$ cat src/rtl/ftp_pkg.sv
// Package for the fan tach period monitor: register offsets, reset values, limits.
// Assumes an 8-bit register port with a byte address, inside one clock domain.
package ftp_pkg;
   localparam logic [7:0]  ADDR_PERIOD_LOW   = 8'h08;
   localparam logic [7:0]  ADDR_PERIOD_HIGH  = 8'h09;
   localparam logic [7:0]  ADDR_SLOW_LOW     = 8'h10;
   localparam logic [7:0]  ADDR_SLOW_HIGH    = 8'h11;
   localparam logic [7:0]  ADDR_FAST_LOW     = 8'h12;
   localparam logic [7:0]  ADDR_FAST_HIGH    = 8'h13;
   localparam logic [7:0]  ADDR_TARGET_LOW   = 8'h1e;
   localparam logic [7:0]  ADDR_TARGET_HIGH  = 8'h1f;
   localparam logic [7:0]  RST_ONES          = 8'hff;
   localparam logic [7:0]  RST_ZERO          = 8'h00;
   localparam logic [15:0] REG_DEADBAND      = 16'h000a;
   localparam logic [15:0] CNT_ONE           = 16'h0001;
   localparam logic [15:0] CNT_MAX           = 16'hffff;
   localparam logic [1:0]  PULSES_PER_REV    = 2'h2;
endpackage

$ cat src/rtl/ftp_monitor.sv
// Fan tach period monitor: period count, byte-freeze read, speed limits, target.
// Assumes an 8-bit register port (address, write strobe, read strobe) on i_clk_sys.
`timescale 1ns/10ps
`default_nettype none
module ftp_monitor
#(
   parameter int PULSES = 2             // Tach pulses per revolution
)
(
   input  wire logic       i_clk_sys,    // System clock, 40 MHz
   input  wire logic       i_rst_n,      // Sync reset, active low
   input  wire logic       i_tach,       // Fan tach pin, asynchronous
   input  wire logic       i_regulate,   // Speed regulation mode selected
   input  wire logic [7:0] i_addr,       // Register byte address
   input  wire logic       i_wr,         // Write strobe, one cycle
   input  wire logic [7:0] i_wdata,      // Write data
   input  wire logic       i_rd,         // Read strobe, one cycle
   output logic      [7:0] o_rdata,      // Read data, valid cycle after i_rd
   output logic            o_too_slow,   // Period above slow limit
   output logic            o_too_fast,   // Period below fast limit
   output logic            o_in_band,    // Regulation error within deadband
   output logic            o_adjust_up,  // Regulation: speed up fan
   output logic            o_adjust_dn,  // Regulation: slow fan down
   output logic            o_new_period  // One-cycle pulse on each new measurement
);
   logic        tach_rise;
   logic [15:0] count;
   logic [15:0] period;
   logic [7:0]  held_high;
   logic        frozen;
   logic        started;
   logic [1:0]  pulse_cnt;
   logic [15:0] slow_limit;
   logic [15:0] fast_limit;
   logic [15:0] target;
   logic [15:0] next_count;
   logic [15:0] next_period;
   logic [7:0]  next_held_high;
   logic        next_frozen;
   logic        next_started;
   logic [1:0]  next_pulse_cnt;
   logic [15:0] next_slow_limit;
   logic [15:0] next_fast_limit;
   logic [15:0] next_target;
   logic [7:0]  next_rdata;
   logic        next_too_slow;
   logic        next_too_fast;
   logic        next_in_band;
   logic        next_up;
   logic        next_dn;
   logic        rev_done;
   logic [15:0] diff;

   localparam logic [15:0] CNT_ALL = ftp_pkg::CNT_MAX;

   ftp_edge_sync u_sync
   (
      .i_clk_sys (i_clk_sys),
      .i_rst_n   (i_rst_n),
      .i_pin     (i_tach),
      .o_rise    (tach_rise)
   );

   // Revolution counter and measured period
   always_comb
   begin
      rev_done       = 1'b0;
      next_pulse_cnt = pulse_cnt;
      next_started   = started;
      next_period    = period;
      next_count     = (count == ftp_pkg::CNT_MAX) ? count : count + ftp_pkg::CNT_ONE;
      if (tach_rise)
      begin
         if (!started)
         begin
            next_started   = 1'b1;
            next_count     = '0;
            next_pulse_cnt = '0;
         end
         else if (pulse_cnt == 2'(PULSES - 1))
         begin
            rev_done       = 1'b1;
            next_period    = count;
            next_count     = '0;
            next_pulse_cnt = '0;
         end
         else
         begin
            next_pulse_cnt = pulse_cnt + 2'h1;
         end
      end
   end

   // Register port: writes, reads and high-byte freeze
   always_comb
   begin
      next_slow_limit = slow_limit;
      next_fast_limit = fast_limit;
      next_target     = target;
      next_frozen     = frozen;
      next_held_high  = frozen ? held_high : period[15:8];
      next_rdata      = o_rdata;
      if (i_wr)
      begin
         unique case (i_addr)
            ftp_pkg::ADDR_SLOW_LOW:    next_slow_limit[7:0]  = i_wdata;
            ftp_pkg::ADDR_SLOW_HIGH:   next_slow_limit[15:8] = i_wdata;
            ftp_pkg::ADDR_FAST_LOW:    next_fast_limit[7:0]  = i_wdata;
            ftp_pkg::ADDR_FAST_HIGH:   next_fast_limit[15:8] = i_wdata;
            ftp_pkg::ADDR_TARGET_LOW:  next_target[7:0]      = i_wdata;
            ftp_pkg::ADDR_TARGET_HIGH: next_target[15:8]     = i_wdata;
            default:                   next_target           = target;
         endcase
      end
      if (i_rd)
      begin
         unique case (i_addr)
            ftp_pkg::ADDR_PERIOD_LOW:
            begin
               next_rdata     = period[7:0];
               next_frozen    = 1'b1;
               // Fresh copy on every low read, so both halves match
               next_held_high = period[15:8];
            end
            ftp_pkg::ADDR_PERIOD_HIGH:
            begin
               next_rdata  = frozen ? held_high : period[15:8];
               next_frozen = 1'b0;
            end
            ftp_pkg::ADDR_SLOW_LOW:    next_rdata = slow_limit[7:0];
            ftp_pkg::ADDR_SLOW_HIGH:   next_rdata = slow_limit[15:8];
            ftp_pkg::ADDR_FAST_LOW:    next_rdata = fast_limit[7:0];
            ftp_pkg::ADDR_FAST_HIGH:   next_rdata = fast_limit[15:8];
            ftp_pkg::ADDR_TARGET_LOW:  next_rdata = target[7:0];
            ftp_pkg::ADDR_TARGET_HIGH: next_rdata = target[15:8];
            default:                   next_rdata = ftp_pkg::RST_ZERO;
         endcase
      end
   end

   // Limit checks and regulation error, judged on the live period
   always_comb
   begin
      next_too_slow = period > slow_limit;
      next_too_fast = period < fast_limit;
      diff          = (period > target) ? period - target : target - period;
      next_in_band  = diff <= ftp_pkg::REG_DEADBAND;
      // Longer period than target means fan too slow
      next_up       = i_regulate & ~next_in_band & (period > target);
      next_dn       = i_regulate & ~next_in_band & (period < target);
   end

   // Register all state
   always_ff @(posedge i_clk_sys)
   begin
      if (!i_rst_n)
      begin
         count        <= '0;
         period       <= {ftp_pkg::RST_ZERO, ftp_pkg::RST_ZERO};
         held_high    <= ftp_pkg::RST_ZERO;
         frozen       <= 1'b0;
         started      <= 1'b0;
         pulse_cnt    <= '0;
         slow_limit   <= {ftp_pkg::RST_ONES, ftp_pkg::RST_ONES};
         fast_limit   <= {ftp_pkg::RST_ZERO, ftp_pkg::RST_ZERO};
         target       <= {ftp_pkg::RST_ONES, ftp_pkg::RST_ONES};
         o_rdata      <= ftp_pkg::RST_ZERO;
         o_too_slow   <= 1'b0;
         o_too_fast   <= 1'b0;
         o_in_band    <= 1'b0;
         o_adjust_up  <= 1'b0;
         o_adjust_dn  <= 1'b0;
         o_new_period <= 1'b0;
      end
      else
      begin
         count        <= next_count;
         period       <= next_period;
         held_high    <= next_held_high;
         frozen       <= next_frozen;
         started      <= next_started;
         pulse_cnt    <= next_pulse_cnt;
         slow_limit   <= next_slow_limit;
         fast_limit   <= next_fast_limit;
         target       <= next_target;
         o_rdata      <= next_rdata;
         o_too_slow   <= next_too_slow;
         o_too_fast   <= next_too_fast;
         o_in_band    <= next_in_band;
         o_adjust_up  <= next_up;
         o_adjust_dn  <= next_dn;
         o_new_period <= rev_done;
      end
   end
endmodule
`default_nettype wire

$ cat src/rtl/ftp_edge_sync.sv
// Two-flop synchroniser with rising-edge pulse for the tach pin.
// Assumes the pin is asynchronous to i_clk_sys.
`timescale 1ns/10ps
`default_nettype none
module ftp_edge_sync
(
   input  wire logic i_clk_sys,   // System clock
   input  wire logic i_rst_n,     // Sync reset, active low
   input  wire logic i_pin,       // Asynchronous pin
   output logic      o_rise       // One-cycle pulse on a rising edge
);
   logic meta;
   logic sync;
   logic sync_d;
   logic next_meta;
   logic next_sync;
   logic next_sync_d;
   logic next_rise;

   // Next values: first flop only feeds the second
   always_comb
   begin
      next_meta   = i_pin;
      next_sync   = meta;
      next_sync_d = sync;
      next_rise   = sync & ~sync_d;
   end

   // Register stage
   always_ff @(posedge i_clk_sys)
   begin
      if (!i_rst_n)
      begin
         // Idle level of the pulled-up pin, so no false edge after reset
         meta   <= 1'b1;
         sync   <= 1'b1;
         sync_d <= 1'b1;
         o_rise <= 1'b0;
      end
      else
      begin
         meta   <= next_meta;
         sync   <= next_sync;
         sync_d <= next_sync_d;
         o_rise <= next_rise;
      end
   end
endmodule
`default_nettype wire

$ cat config.mk
export PLATFORM = sky130hd
export DESIGN_NAME = ftp_monitor
export DESIGN_NICKNAME = d
export VERILOG_FILES = /design/src/rtl/ftp_pkg.sv /design/src/rtl/ftp_monitor.sv /design/src/rtl/ftp_edge_sync.sv
export SDC_FILE = /design/constraint.sdc
export NUM_CORES = 1
export LEC_CHECK = 0
export BUFFER_PORTS_ARGS = -buffer_cell sky130_fd_sc_hd__buf_2
export CELL_PAD_IN_SITES_DETAIL_PLACEMENT = 1
export CELL_PAD_IN_SITES_GLOBAL_PLACEMENT = 1
export CORE_ASPECT_RATIO = 1.5
export CORE_MARGIN = 1.5
export CORE_UTILIZATION = 45
export DETAILED_ROUTE_END_ITERATION = 8
export PLACE_DENSITY = 0.75
export SLEW_MARGIN = 20
export SYNTH_ARGS = -nofsm -noshare
export SYNTH_HDL_FRONTEND = slang
export SYNTH_HIERARCHICAL = 1
export SYNTH_SLANG_ARGS = --single-unit
$ cat constraint.sdc
create_clock -name i_clk_sys -period 4 [get_ports i_clk_sys]
set_input_delay 0.8 -clock i_clk_sys [delete_from_list [all_inputs] [get_ports i_clk_sys]]
set_output_delay 0.8 -clock i_clk_sys [all_outputs]
set_load 0.02 [all_outputs]
==> flow_summary_export.csv, run 1 <==
group,metric,value,unit
run_status,outcome,"completed",
floorplanning,fp-row-count,56,
hold_path,min_from,"u_sync/meta",
clocking,cts_tree,"built",
layout,layout_commonest_cell,"dfxtp_1",
power,power_density,272.2,nW/um^2
synth,postSynthAreaPerCell,8.186,sq um
layout,final_nets,981,
sta,finalClockSkew,0.008735,ns
synth,synth_ff_type,"dfxtp_1",
synth,synth_area,7171,sq um
clocking,cts_resized,0,
global_route,grt_pass1_vias,6888,
routing,top_layer_used,"met4",
synth,ys_seq_elements,110,
layout,final_cell_mix,"110 x dfxtp_1, 101 x nand2_1, 81 x inv_1, 79 x nor2_1, 63 x ha_1",
layout,final_cells,1102,
routing,met1_length,8.940,mm
sta,finalSetupTns,0,ns
synth,synth_fa_ha_area_share,11.55,%
sta,timing.final.crit_share,87.96,%
power,clock_power_share,42.9,%
sta,hold_viol_final,0,
worst_setup_path,worstSetupPathType,"reg2reg",
synth,yosys.area.top_type,"dfxtp_1",
floorplanning,die_h,157.6,um
synth,synth_compound_area_share,20.00,%
synth,yosysUniqueCellTypes,76,
power,switching_share,25.17,%
worst_setup_path,arrival,3.77,ns
layout,syn2layout_area_growth,8.463,%
synth,yosysWarnings,6,
routing,remaining_drc_errors,0,
worst_setup_path,startpoint_type,"flip-flop",
routing,ant_nets,0,
placed_design,gp_congestion,0.9310,
clocking,cts.htree.levels,3,
placed_design,dpl.cell_count,1086,
routing,wl_per_cell,21.40,um
power,p_leak,3.316,nW
synth,synth_top_family_by_area,"compound AO/OA/AOI/OAI gates",
synth,yosys.area_share.xor_xnor,2.076,%
worst_setup_path,worstPathMaxFanout,7,
floorplanning,die_w,106.1,um
synth,ys_top_cells_by_area,"dfxtp_1 31%, ha_1 11%, mux2i_1 5.4%",
power,combPwrFrac,4.9,%
placed_design,hpwl,18.69,mm
clocking,clk_latency,0.36,ns
clocking,cts_setup_buffers,0,
global_route,grt_overflow,0,
power,seq_power_share,52.2,%
clocking,clock_path_buffers,2,
floorplanning,ioPinCount,36,
floorplanning,design.core.area,15630,sq um
sta,tightest_slew,1.034,ns
global_route,grt_use_total,28.96,%
clocking,clock-sinks,110,
routing,wl_met2,13.06,mm
sta,fin_crit,3.518,ns
clocking,hold_buffers,0,
worst_setup_path,crit-reg2reg-launch,"period[1]",
synth,muxShareOfSynthArea,8.271,%
routing,dr.pass1.iters,4,
power,ir_worst_vdd,0.2216,mV
routing,met3_length,391,um
global_route,grt_max_degree,46,
routing,drt_iter0_markers,339,
synth,synth_top_area_share,30.71,%
synth,synthCells,876,
placed_design,io_buffers,35,
sta,rsz0062_at_grt,"false",
clocking,root_buffer,"clkbuf_16",
power,switchingPower,0.5328,mW
global_route,grt_first_pass_wirelength,37.09,mm
worst_setup_path,cp-end-kind,"flip-flop",
clocking,clkTransAtPathRegs,0.08,ns
global_route,antenna_found_initial,0,
floorplanning,initial_core_util,45.89,%
routing,vias_per_cell,5.956,
floorplanning,die-area,16720,sq um
synth,synthSimpleGateAreaFrac,19.80,%
layout,antenna-diode-count,0,
layout,drive_above_1_share,11.01,%
sta,max_freq,284.2,MHz
layout,nFillCells,1914,
sta,slew_headroom,30.79,%
clocking,cts_buffers,9,
routing,wl,23.59,mm
synth,async_reset_ff_share,0,%
sta,finalSetupViolCount,0,
run,maxCapViolCount,0,
synth,synthesis.nets,963,
hold_path,hold_path.class,"reg2reg",
power,p_int,1.584,mW
routing,dr_total_vias,6563,
worst_setup_path,startpoint,"period[1]",
synth,yosysSeqAreaShare,30.71,%
sta,slew_viol_final,0,
synth,synth-edff-count,0,
worst_setup_path,cp.required,4.25,ns
[cell usage after synthesis (9+ instances only)]
master and instances:
o211ai_1 24, nand2_1 101, nand4_1 13, nor3_1 10
xor2_1 9, mux2i_1 39, nor2b_1 9, a211oi_1 16
a21oi_1 55, ha_1 63, dfxtp_1 110, and2_1 9
nor2_1 79, clkbuf_1 31, inv_1 81, nand3_1 26
nand2b_1 14, a21o_1 16, a221oi_1 9, o21ai_0 28
[logic make-up after synthesis]
| family | Yosys count |
|---|---|
| buf+inv | 126 |
| fa+ha+maj | 65 |
| compound gates | 211 |
| xor+xnor | 17 |
| mux | 49 |
| simple gates | 298 |
| flops | 110 |
[layout make-up]
cell class	instances	area, sq um	area share, %
Timing Repair Buffer	51	295.3	3.797
Tap cell	203	254.0	3.266
Multi-Input combinational cell	640	4424	56.89
Clock inverter	6	55.05	0.7079
Inverter	82	307.8	3.958
Sequential cell	110	2202	28.31
Clock buffer	10	239.0	3.073
[power groups by stage]
stage | Clock [mW] | Combinational (mW) | Sequential [mW]
6_report | 0.909 | 0.103 | 1.10
5_1_grt | 0.959 | 0.113 | 1.11
4_1_cts | 0.918 | 0.104 | 1.10
3_5_place_dp | 0 | 0.103 | 1.13
3_3_place_gp | 0 | 0.101 | 1.13
2_1_floorplan | 0 | 0.0579 | 1.13
[flip-flops by register name, summed over array words and instances (netlist names)]
| register | count |
|---|---|
| o_too_fast | 1 |
| frozen | 1 |
| o_too_slow | 1 |
| o_adjust_dn | 1 |
| o_in_band | 1 |
| u_sync/sync_d | 1 |
| u_sync/o_rise | 1 |
| period | 16 |
| o_adjust_up | 1 |
| pulse_cnt | 2 |
| o_rdata | 8 |
| u_sync/meta | 1 |
| o_new_period | 1 |
| started | 1 |
| u_sync/next_sync_d | 1 |
| target | 16 |
| slow_limit | 16 |
| held_high | 8 |
| count | 16 |
| fast_limit | 16 |
[through the flow]
| stage | util (%) | power [mW] | setup slack, ns | hold WS (ns) | instance area, sq um |
|---|---|---|---|---|---|
| after global placement | 47.89 | 1.231 | 0.5691 | 0.3937 | 7483 |
| after CTS | 49.78 | 2.127 | 0.4656 | 0.4259 | 7777 |
| after detailed placement | 47.89 | 1.234 | 0.4864 | 0.4049 | 7483 |
| after floorplan | - | 1.188 | 0.9939 | 0.3863 | 7171 |
| after global routing | 49.78 | 2.178 | 0.1325 | 0.4567 | 7777 |
| final | 49.78 | 2.117 | 0.4816 | 0.4252 | 7777 |
[worst max-delay path: stages (launching register included)]
cell and delay (ns):
dfxtp_1 0.50, inv_1 0.14, ha_1 0.35, nor2b_1 0.17, o211ai_2 0.21, a31oi_1 0.23, or4_2 0.68, a211oi_1 0.34
a32oi_1 0.17, a211oi_2 0.24, nand4_1 0.15, and4_1 0.23
[metal layers]
layer	up-vias	track usage (%)
li1	3127	-
met1	3279	29.76
met2	104	56.93
met3	53	2.923
met4	0	15.44
met5	-	0
[final timing paths]
check | cells after the start | endpoint | slack (ns)
min | 1 | u_sync/next_sync_d | 0.43
min reg2reg | 1 | u_sync/next_sync_d | 0.43
max | 11 | o_adjust_up | 0.48
max reg2reg | 11 | o_adjust_up | 0.48
(Power assumes the default switching activity.)
==> inputs of run 2 (changes only) <==
--- a/config.mk
+++ b/config.mk
@@ -9,7 +9,6 @@
 export CELL_PAD_IN_SITES_DETAIL_PLACEMENT = 1
 export CELL_PAD_IN_SITES_GLOBAL_PLACEMENT = 1
 export CORE_ASPECT_RATIO = 1.5
-export CORE_MARGIN = 1.5
 export CORE_UTILIZATION = 45
 export DETAILED_ROUTE_END_ITERATION = 8
 export PLACE_DENSITY = 0.75
@@ -18,3 +17,4 @@
 export SYNTH_HDL_FRONTEND = slang
 export SYNTH_HIERARCHICAL = 1
 export SYNTH_SLANG_ARGS = --single-unit
+export TNS_END_PERCENT = 20
==> flow_summary_export.csv, run 2 (synthesis gave the netlist of run 1 again) <==
group,metric,value,unit
clocking,cts.htree.levels,3,
routing,remaining_drc_errors,0,
global_route,grt_pass1_vias,6868,
power,ir_worst_vdd,0.1942,mV
placed_design,io_buffers,35,
sta,fin_crit,3.644,ns
floorplanning,fp-row-count,56,
layout,layout_commonest_cell,"dfxtp_1",
sta,finalSetupTns,0,ns
worst_setup_path,cp.required,4.25,ns
sta,max_freq,274.5,MHz
floorplanning,die_h,156.6,um
clocking,cts_tree,"built",
routing,wl_per_cell,21.42,um
worst_setup_path,worstPathMaxFanout,7,
global_route,grt_max_degree,46,
routing,dr.pass1.iters,4,
placed_design,placed_area,7476,sq um
routing,vias_per_cell,5.927,
sta,slew_viol_final,0,
worst_setup_path,startpoint,"period[1]",
floorplanning,design.core.area,15630,sq um
layout,syn2layout_area_growth,8.550,%
layout,antenna-diode-count,0,
clocking,clock-sinks,110,
worst_setup_path,r2r-end,"o_adjust_dn",
layout,multi_input_area,4427,sq um
clocking,clkTransAtPathRegs,0.08,ns
worst_setup_path,reg2reg_depth,11,
worst_setup_path,worstSetupEndpoint,"o_adjust_dn",
sta,timing.final.crit_share,91.09,%
sta,rsz0062_at_grt,"false",
clocking,hold_buffers,0,
worst_setup_path,crit-reg2reg-launch,"period[1]",
clocking,root_buffer,"clkbuf_16",
sta,slew_headroom,38.68,%
routing,wl,23.59,mm
clocking,clock_path_buffers,2,
placed_design,dpl.cell_count,1085,
run_status,outcome,"completed",
sta,whs,0.4368,ns
floorplanning,die_w,105.1,um
worst_setup_path,startpoint_type,"flip-flop",
worst_setup_path,r2r_slack,0.36,ns
hold_path,hold_path.class,"reg2reg",
layout,final_cells,1101,
routing,ant_nets,0,
clocking,clk_latency,0.35,ns
layout,nFillCells,1935,
placed_design,dp_slack,0.3946,ns
layout,regArea,2202,sq um
sta,setup_ws,0.3563,ns
worst_setup_path,cp-end-kind,"flip-flop",
power,p_leak,3.320,nW
floorplanning,die-area,16450,sq um
layout,drive_above_1_share,11.02,%
layout,final_cell_mix,"110 x dfxtp_1, 101 x nand2_1, 81 x inv_1, 78 x nor2_1, 63 x ha_1",
hold_path,min_from,"u_sync/meta",
routing,drt_iter0_markers,350,
sta,finalClockSkew,0.01143,ns
global_route,antenna_found_initial,0,
clocking,cts_buffers,9,
run,maxCapViolCount,0,
sta,hold_viol_final,0,
placed_design,hpwl,18.66,mm
placed_design,gp_congestion,0.9121,
clocking,cts_setup_buffers,0,
global_route,grt_use_total,29.13,%
floorplanning,ioPinCount,36,
sta,tightest_slew,0.9198,ns
layout,fin_area,7784,sq um
layout,final_nets,980,
worst_setup_path,worstSetupPathType,"reg2reg",
global_route,grt_first_pass_wirelength,36.80,mm
floorplanning,initial_core_util,45.89,%
power,power_density,276.2,nW/um^2
clocking,cts_resized,0,
global_route,grt_overflow,0,
worst_setup_path,arrival,3.89,ns
routing,dr_total_vias,6526,
sta,finalSetupViolCount,0,
[run 2: cell count changes in the layout (fill, tap and decap cells not counted)]
| cell | previous run | this run |
|---|---|---|
| clkbuf_8 | 1 | 0 |
| clkinv_2 | 0 | 1 |
| nor2_1 | 79 | 78 |
| inv_6 | 0 | 2 |
| buf_4 | 16 | 15 |
| clkinvlp_4 | 2 | 1 |
| nor2_2 | 1 | 2 |
| inv_8 | 2 | 1 |
| bufinv_16 | 0 | 1 |
| clkinv_4 | 2 | 1 |
[run 2: per-layer routing]
metal  vias to the layer above  track usage [%]  wire length (um)
li1                       3126                -                 -
met1                      3215            29.18              8777
met2                       126            58.31             13140
met3                        59            2.082               435
met4                         0            16.77              1233
met5                         -                0                 0
[run 2: final cells by class]
class | count | area share (%)
Sequential cell | 110 | 28.29
Clock inverter | 7 | 1.029
Timing Repair Buffer | 50 | 3.697
Clock buffer | 9 | 2.893
Multi-Input combinational cell | 640 | 56.87
Tap cell | 203 | 3.263
Inverter | 82 | 3.954
[run 2: where the power goes]
| part | internal [mW] | switching (mW) |
|---|---|---|
| Sequential | 1.10 | 0.00510 |
| Combinational | 0.0323 | 0.0709 |
| Clock | 0.496 | 0.446 |
| Total | 1.63 | 0.522 |
[run 2: critical path, cell delays in order, from the launching register on]
cell      delay [ns]
dfxtp_1         0.52
inv_1           0.15
ha_1            0.36
nor2b_1         0.17
o211ai_2        0.21
a31oi_1         0.23
or4_2           0.68
a211oi_1        0.37
a32oi_1         0.20
a211oi_2        0.25
nand4_1         0.17
and4_1          0.24
[run 2: stage by stage]
step                      utilization, %  power, mW
after floorplan                        -      1.188
after global placement             47.85      1.231
after detailed placement           47.85      1.234
after CTS                          49.80      2.159
after global routing               49.82      2.211
final                              49.82      2.150
[run 2: worst min-delay path by stage]
stage,to,depth (start not counted)
after global routing,u_sync/next_sync_d,1
after global placement,u_sync/next_sync_d,1
after floorplan,u_sync/next_sync_d,1
after detailed placement,u_sync/next_sync_d,1
after CTS,pulse_cnt[1],2
final,u_sync/next_sync_d,1
